$ cat config.mk
export PLATFORM = sky130hd
export DESIGN_NAME = ildpc_phy_ctrl
export DESIGN_NICKNAME = d
export VERILOG_FILES = /design/src/ildpc_pkg.sv /design/src/ildpc_phy_ctrl.sv /design/src/ildpc_sync.sv /design/src/ildpc_wake_det.sv
export SDC_FILE = /design/constraint.sdc
export NUM_CORES = 1
export LEC_CHECK = 0
export ABC_AREA = 0
export BUFFER_PORTS_ARGS = -buffer_cell sky130_fd_sc_hd__buf_2
export CAP_MARGIN = 20
export CORE_UTILIZATION = 45
export CTS_BUF_LIST = sky130_fd_sc_hd__clkbuf_2 sky130_fd_sc_hd__clkbuf_4 sky130_fd_sc_hd__clkbuf_8
export DETAILED_ROUTE_END_ITERATION = 10
export PLACE_DENSITY = 0.73
export SLEW_MARGIN = 20
export SYNTH_ARGS = -nofsm -noshare
export SYNTH_HDL_FRONTEND = slang
export SYNTH_SLANG_ARGS = --single-unit
$ cat constraint.sdc
create_clock -name pclk -period 4.8 [get_ports pclk]
set_input_delay 0.24 -clock pclk [delete_from_list [all_inputs] [get_ports pclk]]
set_output_delay 0.24 -clock pclk [all_outputs]
set_load 0.005 [all_outputs]
$ cat src/ildpc_pkg.sv
/*
  Shared constants of the line transceiver control block.
  Assumes a 125 MHz pclk and an APB master with 32-bit data.
*/
`default_nettype none
package ildpc_pkg;
  localparam int CLK_NS = 8;
  localparam int WAKE_MIN_NS = 60000;
  localparam int WAKE_MAX_NS = 100000;
  localparam int WAKE_PULSE_NS = 225000;
  localparam int BLANK_NS = 200000;
  localparam int RETRY_NS = 15000000;
  // Least times round up, longest times round down
  localparam int WAKE_MIN_CYC = (WAKE_MIN_NS + CLK_NS - 1) / CLK_NS;
  localparam int WAKE_MAX_CYC = WAKE_MAX_NS / CLK_NS;
  localparam int WAKE_PULSE_CYC = (WAKE_PULSE_NS + CLK_NS - 1) / CLK_NS;
  localparam int BLANK_CYC = (BLANK_NS + CLK_NS - 1) / CLK_NS;
  localparam int RETRY_CYC = (RETRY_NS + CLK_NS - 1) / CLK_NS;
  localparam int CNT_W = 21;
  localparam int SYNC_W = 12;
  localparam int BOOT_CYC = 3;
  localparam logic [7:0] ADDR_STATUS = 8'h00;
  localparam logic [7:0] ADDR_CONTROL = 8'h04;
  localparam logic [7:0] ADDR_WAKES = 8'h08;
  localparam int CTL_CLEAR = 0;
  localparam int CTL_WAKE_EN = 1;
  localparam logic CTL_WAKE_EN_RST = 1'b1;
  localparam int ST_MODE = 0;
  localparam int ST_CUR_FAULT = 2;
  localparam int ST_WARN = 3;
  localparam int ST_SHDN = 4;
  localparam int ST_DRV_OFF = 5;
  localparam int ST_WAKE = 6;
  localparam int ST_SUPPLY = 7;
  typedef enum logic [1:0] {
    ILDPC_STRAP_RES,
    ILDPC_STRAP_OPEN,
    ILDPC_STRAP_GND
  } ildpc_strap_t;
  typedef enum logic [1:0] {
    OC_NORMAL,
    OC_BLANK,
    OC_OFF,
    OC_RETRY
  } ildpc_oc_t;
endpackage
`default_nettype wire

$ cat src/ildpc_phy_ctrl.sv
/*
  Control logic of a device-side single-wire line transceiver:
  driver decode, receive level, wake detection, current fault
  handling, thermal handling, fault flag and an APB register file.
  Assumes analog comparators deliver the line, current, temperature
  and strap levels as asynchronous digital inputs; pin pulls turn an
  open enable into low and an open transmit pin into high.
*/
// Implementation choices: the register addresses and the APB interface to the registers.
// How it works
// - A master-driven level reversal is reported on the wake pin.
// - Overcurrent too short or too long keeps the wake pin released.
// - Driver off: level change inside the window pulses wake low.
// - Driver on: heavy line current inside the window pulses wake low.
// - Resistor strap: variable limit, flag, shut-off and retry all active.
// - Open strap: flag only, no shut-off and no retry.
// - Grounded strap: master mode, small sink on, no flag or shut-off.
// - Overcurrent past blanking pulls the flag low, except with grounded strap; only the resistor strap also stops the driver.
// - With recovery on, retry for one blanking time each retry interval.
// - Toggling enable clears the current fault indication.
// - Above warning temperature the flag is held low.
// - Above shutdown temperature the driver stops until cooled past hysteresis.
// - Flag low on current fault, thermal warning or undervoltage.
// - Enable low gives high impedance; enable high drives inverse of transmit.
// - Receive output is the inverted line level with hysteresis.
// - Enable low keeps the current indicator inactive.
// - Wake pulse in driver-off mode lasts about 225us.
// - Overcurrent blanking lasts at least 175us, typically 200us.
// - Retry interval is typically 15ms.
// - Flag asserts within 280us of a current fault starting.
`default_nettype none
module ildpc_phy_ctrl #(
  parameter logic [ildpc_pkg::CNT_W-1:0] WAKE_MIN_CYC =
    ildpc_pkg::CNT_W'(ildpc_pkg::WAKE_MIN_CYC),
  parameter logic [ildpc_pkg::CNT_W-1:0] WAKE_MAX_CYC =
    ildpc_pkg::CNT_W'(ildpc_pkg::WAKE_MAX_CYC),
  parameter logic [ildpc_pkg::CNT_W-1:0] WAKE_PULSE_CYC =
    ildpc_pkg::CNT_W'(ildpc_pkg::WAKE_PULSE_CYC),
  parameter logic [ildpc_pkg::CNT_W-1:0] BLANK_CYC =
    ildpc_pkg::CNT_W'(ildpc_pkg::BLANK_CYC),
  parameter logic [ildpc_pkg::CNT_W-1:0] RETRY_CYC =
    ildpc_pkg::CNT_W'(ildpc_pkg::RETRY_CYC)
) (
  input wire logic pclk,
  input wire logic presetn,
  input wire logic psel,
  input wire logic penable,
  input wire logic pwrite,
  input wire logic [7:0] paddr,
  input wire logic [31:0] pwdata,
  output logic [31:0] prdata,
  output logic pready,
  output logic pslverr,
  input wire logic en_pin,
  input wire logic tx_pin,
  input wire logic cq_above_high,
  input wire logic cq_below_low,
  input wire logic over_limit,
  input wire logic wake_current,
  input wire logic temp_warn,
  input wire logic temp_shutdown,
  input wire logic temp_release,
  input wire logic supply_good,
  input wire logic strap_grounded,
  input wire logic strap_open,
  output logic cq_source_en,
  output logic cq_sink_en,
  output logic min_sink_en,
  output logic rx_out,
  output logic wake_n_o,
  output logic wake_n_oe,
  output logic problem_flag_n_o,
  output logic problem_flag_n_oe
);
  logic [ildpc_pkg::SYNC_W-1:0] pins_s;
  logic en_s, tx_s, above_s, below_s, over_s, wcur_s;
  logic warn_s, shdn_in_s, release_s, supply_s, gnd_s, open_s;
  logic [1:0] boot_ff;
  logic strap_done_ff;
  ildpc_pkg::ildpc_strap_t strap_ff;
  logic en_d_ff, en_edge, clr_ff, fault_set;
  ildpc_pkg::ildpc_oc_t oc_st_ff;
  logic [ildpc_pkg::CNT_W-1:0] oc_cnt_ff, wake_cnt_ff;
  logic cur_fault_ff, shdn_ff, rx_ff, drive_ok, driving;
  logic src_ff, snk_ff, flag_ff, base_ff, wake_act_ff;
  logic lvl_hit, lvl_exp, cur_hit, wake_hit, wake_en_ff;
  logic [15:0] wakes_ff;
  logic [31:0] prdata_ff, rd_data;
  logic rd_hit;

  ildpc_sync #(.W(ildpc_pkg::SYNC_W)) u_sync (
    .pclk(pclk),
    .presetn(presetn),
    .din({en_pin, tx_pin, cq_above_high, cq_below_low, over_limit,
          wake_current, temp_warn, temp_shutdown, temp_release,
          supply_good, strap_grounded, strap_open}),
    .dout(pins_s)
  );
  assign {en_s, tx_s, above_s, below_s, over_s, wcur_s, warn_s,
          shdn_in_s, release_s, supply_s, gnd_s, open_s} = pins_s;

  // Strap is caught once the synchroniser has filled
  always_ff @(posedge pclk or negedge presetn) begin
    if (!presetn) begin
      boot_ff <= '0;
      strap_done_ff <= 1'b0;
      strap_ff <= ildpc_pkg::ILDPC_STRAP_OPEN;
    end else if (!strap_done_ff) begin
      boot_ff <= boot_ff + 1'b1;
      if (boot_ff == 2'(ildpc_pkg::BOOT_CYC)) begin
        strap_done_ff <= 1'b1;
        strap_ff <= gnd_s ? ildpc_pkg::ILDPC_STRAP_GND :
                    open_s ? ildpc_pkg::ILDPC_STRAP_OPEN :
                    ildpc_pkg::ILDPC_STRAP_RES;
      end
    end
  end
  assign min_sink_en = strap_ff == ildpc_pkg::ILDPC_STRAP_GND;

  always_ff @(posedge pclk or negedge presetn) begin
    if (!presetn) begin
      en_d_ff <= 1'b0;
    end else begin
      en_d_ff <= en_s;
    end
  end
  assign en_edge = en_s ^ en_d_ff;

  // Thermal latch with hysteresis; release only once cooled enough
  always_ff @(posedge pclk or negedge presetn) begin
    if (!presetn) begin
      shdn_ff <= 1'b0;
    end else if (shdn_in_s) begin
      shdn_ff <= 1'b1;
    end else if (release_s) begin
      shdn_ff <= 1'b0;
    end
  end

  assign drive_ok = en_s && strap_done_ff && !shdn_ff && supply_s;
  assign driving = drive_ok && oc_st_ff != ildpc_pkg::OC_OFF;

  // Current fault sequencer, all timing from pclk counters
  always_ff @(posedge pclk or negedge presetn) begin
    if (!presetn) begin
      oc_st_ff <= ildpc_pkg::OC_NORMAL;
      oc_cnt_ff <= '0;
    end else if (!en_s || en_edge) begin
      oc_st_ff <= ildpc_pkg::OC_NORMAL;
      oc_cnt_ff <= '0;
    end else begin
      oc_cnt_ff <= oc_cnt_ff + 1'b1;
      case (oc_st_ff)
        ildpc_pkg::OC_NORMAL: begin
          oc_cnt_ff <= '0;
          if (driving && over_s) begin
            oc_st_ff <= ildpc_pkg::OC_BLANK;
          end
        end
        ildpc_pkg::OC_BLANK: begin
          if (!over_s || !driving) begin
            oc_st_ff <= ildpc_pkg::OC_NORMAL;
          end else if (oc_cnt_ff == BLANK_CYC - 1'b1) begin
            oc_cnt_ff <= '0;
            // Only the resistor strap stops the driver
            oc_st_ff <= strap_ff == ildpc_pkg::ILDPC_STRAP_RES ?
                        ildpc_pkg::OC_OFF : ildpc_pkg::OC_NORMAL;
          end
        end
        ildpc_pkg::OC_OFF: begin
          if (oc_cnt_ff == RETRY_CYC - 1'b1) begin
            oc_cnt_ff <= '0;
            oc_st_ff <= ildpc_pkg::OC_RETRY;
          end
        end
        ildpc_pkg::OC_RETRY: begin
          if (oc_cnt_ff == BLANK_CYC - 1'b1) begin
            oc_cnt_ff <= '0;
            oc_st_ff <= over_s ? ildpc_pkg::OC_OFF :
                        ildpc_pkg::OC_NORMAL;
          end
        end
        default: begin
          oc_st_ff <= ildpc_pkg::OC_NORMAL;
        end
      endcase
    end
  end

  // Grounded strap never raises the current fault
  assign fault_set = over_s && driving &&
    strap_ff != ildpc_pkg::ILDPC_STRAP_GND && oc_cnt_ff == BLANK_CYC - 1'b1 &&
    (oc_st_ff == ildpc_pkg::OC_BLANK || oc_st_ff == ildpc_pkg::OC_RETRY);

  // A new fault wins over a clear in the same cycle
  always_ff @(posedge pclk or negedge presetn) begin
    if (!presetn) begin
      cur_fault_ff <= 1'b0;
    end else if (fault_set) begin
      cur_fault_ff <= 1'b1;
    end else if (en_edge || clr_ff) begin
      cur_fault_ff <= 1'b0;
    end
  end

  always_ff @(posedge pclk or negedge presetn) begin
    if (!presetn) begin
      src_ff <= 1'b0;
      snk_ff <= 1'b0;
    end else begin
      src_ff <= driving && !tx_s;
      snk_ff <= driving && tx_s;
    end
  end
  assign cq_source_en = src_ff;
  assign cq_sink_en = snk_ff;

  // Between thresholds the last clean level is held
  always_ff @(posedge pclk or negedge presetn) begin
    if (!presetn) begin
      rx_ff <= 1'b1;
    end else if (above_s) begin
      rx_ff <= 1'b0;
    end else if (below_s) begin
      rx_ff <= 1'b1;
    end
  end
  assign rx_out = rx_ff;

  always_ff @(posedge pclk or negedge presetn) begin
    if (!presetn) begin
      flag_ff <= 1'b0;
    end else begin
      flag_ff <= (cur_fault_ff && en_s &&
                  strap_ff != ildpc_pkg::ILDPC_STRAP_GND) ||
                 warn_s || !supply_s;
    end
  end
  assign problem_flag_n_o = 1'b0;
  assign problem_flag_n_oe = flag_ff;

  // Reference level follows the line except while a reversal is timed
  always_ff @(posedge pclk or negedge presetn) begin
    if (!presetn) begin
      base_ff <= 1'b1;
    end else if (en_s || lvl_exp) begin
      base_ff <= rx_ff;
    end
  end

  ildpc_wake_det #(.MIN_CYC(WAKE_MIN_CYC), .MAX_CYC(WAKE_MAX_CYC)) u_lvl (
    .pclk(pclk),
    .presetn(presetn),
    .active(!en_s && rx_ff != base_ff),
    .hit(lvl_hit),
    .expired(lvl_exp)
  );

  ildpc_wake_det #(.MIN_CYC(WAKE_MIN_CYC), .MAX_CYC(WAKE_MAX_CYC)) u_cur (
    .pclk(pclk),
    .presetn(presetn),
    .active(en_s && wcur_s),
    .hit(cur_hit),
    .expired()
  );
  assign wake_hit = lvl_hit || cur_hit;

  // Back-to-back wakes do not stretch a running pulse
  always_ff @(posedge pclk or negedge presetn) begin
    if (!presetn) begin
      wake_cnt_ff <= '0;
      wake_act_ff <= 1'b0;
    end else if (wake_act_ff) begin
      wake_cnt_ff <= wake_cnt_ff - 1'b1;
      wake_act_ff <= wake_cnt_ff != 1'b1;
    end else if (wake_hit && wake_en_ff) begin
      // Loaded full so the pin stays low for exactly the pulse count
      wake_cnt_ff <= WAKE_PULSE_CYC;
      wake_act_ff <= 1'b1;
    end
  end
  assign wake_n_o = 1'b0;
  assign wake_n_oe = wake_act_ff;

  always_ff @(posedge pclk or negedge presetn) begin
    if (!presetn) begin
      wakes_ff <= '0;
    end else if (wake_hit && wake_en_ff && !wake_act_ff) begin
      wakes_ff <= wakes_ff + 1'b1;
    end
  end

  // APB: zero wait states, error only on unmapped addresses
  always_ff @(posedge pclk or negedge presetn) begin
    if (!presetn) begin
      wake_en_ff <= ildpc_pkg::CTL_WAKE_EN_RST;
      clr_ff <= 1'b0;
    end else begin
      clr_ff <= 1'b0;
      if (psel && penable && pwrite &&
          paddr == ildpc_pkg::ADDR_CONTROL) begin
        wake_en_ff <= pwdata[ildpc_pkg::CTL_WAKE_EN];
        clr_ff <= pwdata[ildpc_pkg::CTL_CLEAR];
      end
    end
  end

  always_comb begin
    rd_data = '0;
    rd_hit = 1'b1;
    case (paddr)
      ildpc_pkg::ADDR_STATUS: begin
        rd_data[ildpc_pkg::ST_MODE +: 2] = strap_ff;
        rd_data[ildpc_pkg::ST_CUR_FAULT] = cur_fault_ff;
        rd_data[ildpc_pkg::ST_WARN] = warn_s;
        rd_data[ildpc_pkg::ST_SHDN] = shdn_ff;
        rd_data[ildpc_pkg::ST_DRV_OFF] = !driving;
        rd_data[ildpc_pkg::ST_WAKE] = wake_act_ff;
        rd_data[ildpc_pkg::ST_SUPPLY] = supply_s;
      end
      ildpc_pkg::ADDR_CONTROL: begin
        rd_data[ildpc_pkg::CTL_WAKE_EN] = wake_en_ff;
      end
      ildpc_pkg::ADDR_WAKES: begin
        rd_data[15:0] = wakes_ff;
      end
      default: begin
        rd_hit = 1'b0;
      end
    endcase
  end

  always_ff @(posedge pclk or negedge presetn) begin
    if (!presetn) begin
      prdata_ff <= '0;
    end else if (psel && !penable) begin
      prdata_ff <= pwrite ? 32'h0000_0000 : rd_data;
    end
  end
  assign prdata = prdata_ff;
  assign pready = 1'b1;
  assign pslverr = psel && penable && !rd_hit;

  logic [ildpc_pkg::CNT_W-1:0] wake_hi_cnt;
  always_ff @(posedge pclk or negedge presetn) begin
    if (!presetn) begin
      wake_hi_cnt <= '0;
    end else begin
      wake_hi_cnt <= wake_n_oe ? wake_hi_cnt + 1'b1 : '0;
    end
  end
endmodule
`default_nettype wire

$ cat src/ildpc_sync.sv
/*
  Two-flop synchroniser for a bundle of pin levels.
  Assumes each bit is a slow level; no bus coherence is given.
*/
`default_nettype none
module ildpc_sync #(
  parameter int W = 1
) (
  input wire logic pclk,
  input wire logic presetn,
  input wire logic [W-1:0] din,
  output logic [W-1:0] dout
);
  genvar i;
  generate
    for (i = 0; i < W; i++) begin : g_bit
      logic meta_ff;
      logic sync_ff;
      always_ff @(posedge pclk or negedge presetn) begin
        if (!presetn) begin
          meta_ff <= 1'b0;
          sync_ff <= 1'b0;
        end else begin
          meta_ff <= din[i];
          sync_ff <= meta_ff;
        end
      end
      assign dout[i] = sync_ff;
    end
  endgenerate
endmodule
`default_nettype wire

$ cat src/ildpc_wake_det.sv
/*
  Measures how long a condition stands and flags a wake when it
  ends inside the open window (MIN_CYC, MAX_CYC).
  Assumes active is already synchronous to pclk.
*/
`default_nettype none
module ildpc_wake_det #(
  parameter logic [ildpc_pkg::CNT_W-1:0] MIN_CYC = '0,
  parameter logic [ildpc_pkg::CNT_W-1:0] MAX_CYC = '1
) (
  input wire logic pclk,
  input wire logic presetn,
  input wire logic active,
  output logic hit,
  output logic expired
);
  logic [ildpc_pkg::CNT_W-1:0] cnt_ff;
  logic hit_ff;

  // Saturates at the upper bound so overlong events never qualify
  always_ff @(posedge pclk or negedge presetn) begin
    if (!presetn) begin
      cnt_ff <= '0;
    end else if (!active) begin
      cnt_ff <= '0;
    end else if (cnt_ff != MAX_CYC) begin
      cnt_ff <= cnt_ff + 1'b1;
    end
  end

  always_ff @(posedge pclk or negedge presetn) begin
    if (!presetn) begin
      hit_ff <= 1'b0;
    end else begin
      hit_ff <= !active && cnt_ff > MIN_CYC && cnt_ff < MAX_CYC;
    end
  end

  assign hit = hit_ff;
  assign expired = active && cnt_ff == MAX_CYC - 1'b1;
endmodule
`default_nettype wire
# Word level (Yosys, flattened, before mapping)
# Index checks and enable logic that the tools add are counted.
[totals]
reg_bits = 176
inputBits = 57
out_inout_bits = 42
elab_cells = 175
[op_classes]
add_sub_neg = 6
order_cmp = 4
eq_ne = 22
muxes = 39
n_bitwise = 2
reduce_logical = 55
[ops]
columns = ["cell", "count"]
rows = [
  ["$mux 21", 10],
  ["$pmux 21 s4", 1],
  ["$add 21x1->21 const B", 3],
  ["$gt 21x13->1 const B", 2],
  ["$lt 21x14->1 const B", 2],
  ["$ne 21x14->1 const B", 2],
  ["$logic_and 1x1->1", 26],
  ["$eq 21x14->1 const B", 1],
  ["$eq 21x15->1 const B", 1],
  ["$eq 21x21->1 const B", 1],
  ["$ne 21x1->1 const B", 1],
  ["$sub 21x1->21 const B", 1],
  ["$mux 2", 9],
  ["$add 16x1->16 const B", 1],
  ["$mux 16", 1],
  ["$mux 1", 13],
  ["$pmux 6 s2", 1],
  ["$logic_not 1->1", 11],
  ["$ne 3x3->1 const B", 3],
  ["$eq 2x2->1 const B", 4],
  ["$eq 8x3->1 const B", 1],
  ["$eq 8x4->1 const B", 1],
  ["$logic_not 8->1", 1],
  ["$logic_or 1x1->1", 8],
  ["16 further kinds", 23],
]

# Longest topological paths before layout
# Gate-level depths: netlist (run 1).
[depth]
ltp_word = 9
mapped_depth = 7

# Modules after synthesis
# A second synthesis (run 1) with hierarchy kept.
[hier_totals]
cells_unflattened = 744
area_unflattened_um2 = 7671.1
[modules_own_cells]
columns = ["mod", "instances", "cells_per_inst", "area_per_inst_um2"]
rows = [
  ["ildpc_phy_ctrl", 1, 424, 4398.0],
  ["ildpc_wake_det", 2, 142, 1291.2],
  ["ildpc_sync", 1, 36, 690.7],
]

# Least setup slack after synthesis (run 1)
# No wires, ideal clock.
[synth_timing]
kind = "register to register"
from = "reg wake_cnt_ff[11] (netlist name)"
to = "reg wake_cnt_ff[19] (netlist name)"
setup_time_ns = 0.136
arrival_ns = 1.984
required_ns = 4.664
setup_slack_ns = 2.680
stages_incl_launch_ff = 6
path_buffers = 0
path_cell_list = "dfrtp_1 > or4_4 > or3_4 > or3_4 > o311ai_1 > o41ai_1"
[synth_between]
elab_chain_len = 2
[synth_lines]
columns = ["element", "line", "source"]
rows = [
  ["start, declared", "ildpc_phy_ctrl.sv:83", "logic [ildpc_pkg::CNT_W-1:0] oc_cnt_ff, wake_cnt_ff;"],
  ["start signal, assigned", "ildpc_phy_ctrl.sv:274", "wake_cnt_ff <= wake_cnt_ff - 1'b1;"],
  ["$sub 21x1->21", "ildpc_phy_ctrl.sv:274", ""],
  ["$mux 21", "ildpc_phy_ctrl.sv:273", "end else if (wake_act_ff) begin"],
]
# Every way passes these cells.
# A chain may end at the register's enable or synchronous reset.

# Worst setup path after layout (run 1)
[layout_timing]
from = "reg u_lvl.cnt_ff[15] (netlist name)"
to = "reg u_lvl.cnt_ff[2] (netlist name)"
[layout_between]
elab_chain_len = 2
[layout_lines]
columns = ["element", "line", "source"]
rows = [
  ["start, declared", "ildpc_wake_det.sv:17", "logic [ildpc_pkg::CNT_W-1:0] cnt_ff;"],
  ["start signal, assigned", "ildpc_wake_det.sv:27", "cnt_ff <= cnt_ff + 1'b1;"],
  ["$ne 21x14->1", "ildpc_wake_det.sv:26", "end else if (cnt_ff != MAX_CYC) begin"],
  ["$ne 2x2->1 (no line)", "-", ""],
]
# Every way passes these cells.

==> results.json, run 1 <==
{
  "drt-total-wl_um": 13700,
  "dr.first_iter.drc_count": 308,
  "synth_top_area_cell": "dfrtp_1",
  "synth_compound_area_frac": 0.0732,
  "seqPwrFrac": 0.572,
  "coreArea_um2": 16000,
  "antennaDiodeCount": 0,
  "place.gp.congestion": 0.804,
  "fin_nets": 853,
  "synthMuxAreaShare": 0.0236,
  "avgSynthCellArea_um2": 10.3,
  "pin_count": 99,
  "worst_pin_slew_ps": 883,
  "cts_buffers": 17,
  "p_clk_frac": 0.391,
  "die_h_um": 130,
  "seq_area_um2": 4010,
  "synth_area_um2": 7410,
  "synth_edf_count": 0,
  "layout_min_cycle_time_ps": 2370,
  "multi_input_area_um2": 3160,
  "clk_latency_ps": 460,
  "combPwrFrac": 0.037,
  "rsz0062_at_grt": "no",
  "synth_warnings": 0,
  "start_kind": "flop",
  "drv_slew": 0,
  "nFillCells": 1449,
  "synth-simple-area-share": 0.224,
  "rows": 46,
  "synth_xor_area_frac": 0.0780,
  "fin_crit_sh": 0.494,
  "die-area_um2": 17000,
  "dpl.hpwl_um": 9440,
  "port-buffer-count": 49,
  "path_clk_slew_ps": 90,
  "cts_root_buf": "clkbuf_8",
  "finalSetupViolCount": 0,
  "grt_max_degree": 91,
  "total_leakage_power_nw": 3.69,
  "grt_pass1_vias": 4969,
  "ys.flop_type": "dfrtp_1",
  "powerDensity_nw_per_um2": 289,
  "finalHoldViolations": 0,
  "switching_share": 0.241,
  "path_class": "reg2reg",
  "relSlewSlack": 0.406,
  "vias": 5290,
  "via_per_inst": 5.21,
  "status": "finished, final reports clean",
  "cp_data_required_time_ps": 5180,
  "p_int_mw": 1.83,
  "worst_hold_path_type": "in2reg",
  "stdcell_count": 1015,
  "ys_top_cells_by_area": "dfrtp_1, nor2_1, xnor2_1",
  "wl_per_cell_um": 13.5,
  "drv_cap": 0,
  "syn_to_final_growth_pct": 12.3,
  "ant_nets": 0,
  "grt_pass1_wl_um": 23200,
  "numClockSinks": 160,
  "cts_tree": "done",
  "firstDrtPassIters": 4,
  "cp.arrival_ps": 2750,
  "power.switching_uw": 581,
  "dpl.cell_count": 969,
  "path_max_fanout": 8,
  "route.detailed.drc": 0,
  "ys_seq_area_frac": 0.541,
  "ys_seq_elements": 160,
  "synthAdderAreaFrac": 0.0169,
  "utilization": 0.520,
  "start_util": 0.463,
  "clock_path_buffers": 2,
  "die_w_um": 130,
  "fin_tns_setup_ps": 0,
  "synth_top_family_by_area": "simple AND/OR/NAND/NOR gates",
  "synth_top_area_frac": 0.526,
  "async_flop_share": 1.00,
  "fmax_mhz": 422,
  "end_kind": "flop",
  "drive_above_1_share": 0.134,
  "grt_use_total": 0.175,
  "grt-ovfl-total": 0,
  "antenna_found_initial": 0,
  "synth_cells": 722,
  "ir_drop_uv": 196,
  "synth_cell_types": 59,
  "cts_max_level": 4,
  "final.setup_skew_ps": 16.7
}
[state kept, by name, summed over array words and instances (netlist names), 2 cells and up]
register,cells
boot_ff,2
oc_st_ff,2
u_sync.g_bit.meta_ff,12
wake_cnt_ff,21
u_cur.cnt_ff,21
u_lvl.cnt_ff,21
wakes_ff,16
strap_ff,2
u_sync.g_bit.sync_ff,12
prdata,16
oc_cnt_ff,21
[cells in the mapped netlist, drive strengths merged (16+ instances only)]
library cell,number
nor4,18
inv,26
nor3,24
nor2,91
xnor2,34
dfrtp,156
a21oi,16
o21ai,21
buf,20
nand2,67
nand4,26
nand3,28
clkbuf,18
xor2,32
[power by group through the flow]
stage               logic, mW  clock network [mW]  registers [mW]
finish                 0.0893               0.940            1.38
global route            0.106                1.03            1.38
CTS                    0.0919               0.971            1.38
detailed placement     0.0836                   0            1.40
global placement       0.0825                   0            1.40
floorplan              0.0452                   0            1.40
[through the flow]
stage | hold WS (ps) | power (mW) | instance area (µm²) | worst slack, ps
2_1_floorplan | -55.6 | 1.45 | 7480 | 2680
3_3_place_gp | 332 | 1.49 | 7810 | 2510
3_5_place_dp | 335 | 1.49 | 7810 | 2480
4_1_cts | 4.02 | 2.44 | 8310 | 2470
5_1_grt | 29.8 | 2.51 | 8320 | 2190
6_report | 50.1 | 2.41 | 8320 | 2430
[critical path, stage by stage, from the launching register on]
cell     delay [ps]
dfrtp_1         430
or4_1           530
nor4_1          480
nand4_1         410
and3_1          300
nor3_1          150
[worst paths after layout]
kind / startpoint / endpoint / slack [ps] / cells after the start
max in group asynchronous: presetn / strap_ff[0] / 3340 / 3
hold / removal: pwdata[1] / wake_en_ff / 50 / 2
hold reg to reg: u_sync.g_bit[0].meta_ff / u_sync.g_bit[0].sync_ff / 350 / 0
setup / recovery: u_lvl.cnt_ff[15] / u_lvl.cnt_ff[2] / 2430 / 5
min in group asynchronous: presetn / prdata[13] / 390 / 2
setup reg to reg: u_lvl.cnt_ff[15] / u_lvl.cnt_ff[2] / 2430 / 5
[area by class of cell]
cell class | instances | area share
sequential | 160 | 0.482
multi-input combinational | 515 | 0.379
timing repair buffer | 66 | 0.0498
tap | 216 | 0.0325
clock buffer | 18 | 0.0298
clock inverter | 14 | 0.0155
inverter | 26 | 0.0117
[placed cells by master (no fill, tap or decap), types with 8 or more instances in the layout]
cell	count
o21ai_0	20
clkbuf_8	18
dfrtp_1	156
and3_1	12
mux2i_1	13
dlygate4sd3_1	14
a21oi_1	16
or3_1	8
xor2_1	32
nand2_1	67
nor2_1	91
a22o_1	8
buf_2	48
nand3_1	28
nor3_1	24
conb_1	19
inv_1	26
nand4_1	26
nor4_1	15
ha_1	10
xnor2_1	34
[logic make-up after synthesis]
kind of cell             count (synthesis)
AND/OR/NAND/NOR                        322
flip-flops                             160
AO/OA/AOI/OAI                           81
XOR/XNOR                                66
buffers and inverters                   64
multiplexers                            17
adder cells (fa/ha/maj)                 10
other                                    2
[per-layer routing]
| layer | vias up | GRT usage | part of all wire |
|---|---|---|---|
| met5 | - | 0 | 0 |
| met4 | 0 | 0.0453 | 0.0065 |
| met3 | 7 | 0.0541 | 0.035 |
| met2 | 90 | 0.280 | 0.47 |
| met1 | 2572 | 0.232 | 0.48 |
| li1 | 2621 | - | - |
[timing repair]
item                      4_1_cts  5_1_grt
buffers inserted                0        0
resized for setup               0        0
hold buffers                   13        1
hold endpoints to repair       97        1
(Power assumes the default switching activity.)
==> run 2, diff against run 1 <==
==> constraint.sdc (replaced) <==
create_clock -name pclk -period 2.4 [get_ports pclk]
set_input_delay 0.12 -clock pclk [delete_from_list [all_inputs] [get_ports pclk]]
set_output_delay 0.12 -clock pclk [all_outputs]
set_load 0.005 [all_outputs]
==> results.json, run 2 (synthesis gave the netlist of run 1 again) <==
{
  "max_stage_delay_ps": 540,
  "fmax_mhz": 450,
  "nFillCells": 1409,
  "total_power_mw": 5.10,
  "fin_crit_sh": 0.925,
  "via_per_inst": 5.22,
  "cp_data_required_time_ps": 2790,
  "die_w_um": 130,
  "worst_hold_path_type": "in2reg",
  "setup_slack_ps": 179,
  "fin_tns_setup_ps": 0,
  "path_clk_slew_ps": 100,
  "maxUsedRoutingLayer": "met4",
  "die_h_um": 130,
  "cp.arrival_ps": 2610,
  "worst_pin_slew_ps": 673,
  "rsz0062_at_grt": "no",
  "grt_pass1_wl_um": 24200,
  "whs_path_depth": 3,
  "vias": 5418,
  "worst_path_max_delay_cell": "or4_4",
  "wl_met3_um": 659,
  "hold-worst-slack_ps": 56.7,
  "numClockSinks": 160,
  "dp_slack_ps": 156,
  "layout_min_cycle_time_ps": 2220,
  "cts_max_level": 4,
  "dpl.hpwl_um": 9920,
  "place.gp.congestion": 0.810,
  "die-area_um2": 17000,
  "dpl.cell_count": 989,
  "layout_commonest_cell": "dfrtp_1",
  "layout_common_cells": "dfrtp_1, nor2_1, nand2_1, buf_2, xnor2_1",
  "path_class": "reg2reg",
  "fin_nets": 875,
  "rows": 46,
  "cts_buffers": 17,
  "port-buffer-count": 49,
  "status": "finished, final reports clean",
  "grt_pass1_vias": 5158,
  "ff2ff_path_depth": 5,
  "firstDrtPassIters": 5,
  "grt-ovfl-total": 0,
  "clk_latency_ps": 460,
  "stdcell_count": 1037,
  "wl_per_cell_um": 13.7,
  "path_max_fanout": 5,
  "end_kind": "flop",
  "antenna_found_initial": 0,
  "relSlewSlack": 0.548,
  "start_kind": "flop",
  "final.setup_skew_ps": 17.7,
  "start_util": 0.463,
  "grt_max_degree": 72,
  "drive_above_1_share": 0.157,
  "coreArea_um2": 16000,
  "antennaDiodeCount": 0,
  "finalHoldViolations": 0,
  "r2r_slack_ps": 180,
  "drt-total-wl_um": 14200,
  "total_leakage_power_nw": 3.84,
  "dr_wl_met2_um": 6670,
  "finalSetupViolCount": 0,
  "drv_cap": 0,
  "syn_to_final_growth_pct": 15.6,
  "route.detailed.drc": 0,
  "cts_root_buf": "clkbuf_8",
  "ir_drop_uv": 413,
  "grt_use_total": 0.184,
  "dr.first_iter.drc_count": 404,
  "drv_slew": 0,
  "clock_path_buffers": 2,
  "pin_count": 99,
  "cts_tree": "done",
  "crit_top_cell": "or3_4",
  "crit_chain": "or4_4 > or3_4 > or3_4 > nor4b_4 > mux2i_1",
  "powerDensity_nw_per_um2": 595,
  "met1_length_um": 6720,
  "ant_nets": 0
}
run 2: layer usage:
metal | vias up | GRT usage
met3 | 16 | 0.0480
met5 | - | 0
met1 | 2637 | 0.248
met2 | 104 | 0.289
li1 | 2661 | -
met4 | 0 | 0.0588
run 2: layout make-up:
type	count	area, µm²	share of cell area
Timing Repair Buffer	88	594	0.0693
Clock buffer	17	234	0.0273
Tap cell	216	270	0.0315
Sequential cell	160	4010	0.468
Inverter	26	97.6	0.0114
Multi-Input combinational cell	515	3160	0.369
Clock inverter	15	203	0.0236
run 2: report_power, final:
part / internal [mW] / leakage (nW) / switching, mW
sequential: 2.73 / 2.15 / 0.0242
combinational: 0.0689 / 1.47 / 0.123
clock: 1.07 / 0.223 / 1.09
run 2: repair_timing:
action,4_1_cts,5_1_grt
setup endpoints to repair,0,1
buffers inserted,0,1
endpoints found under the hold margin,79,0
gates resized for setup,0,1
hold buffers,15,0
run 2: path summary, 6_finish.rpt:
path	start	end
max	wake_cnt_ff[11]	wake_cnt_ff[20]
min	paddr[2]	prdata[1]
max reg2reg	wake_cnt_ff[11]	wake_cnt_ff[20]
min reg2reg	u_sync.g_bit[9].meta_ff	u_sync.g_bit[9].sync_ff
max in group asynchronous	presetn	wake_cnt_ff[16]
min in group asynchronous	presetn	prdata[15]
run 2: through the flow:
stage	cell area [µm²]	util
6_report	8570	0.536
5_1_grt	8570	0.536
4_1_cts	8560	0.535
3_5_place_dp	7970	0.498
3_3_place_gp	7970	0.498
2_1_floorplan	7480	-
run 2: worst max-delay path: cells and delay by family (launching register included):
| family | cells | cell delay [ps] |
|---|---|---|
| and+or+nand+nor | 4 | 1510 |
| DFF | 1 | 430 |
| muxes | 1 | 200 |
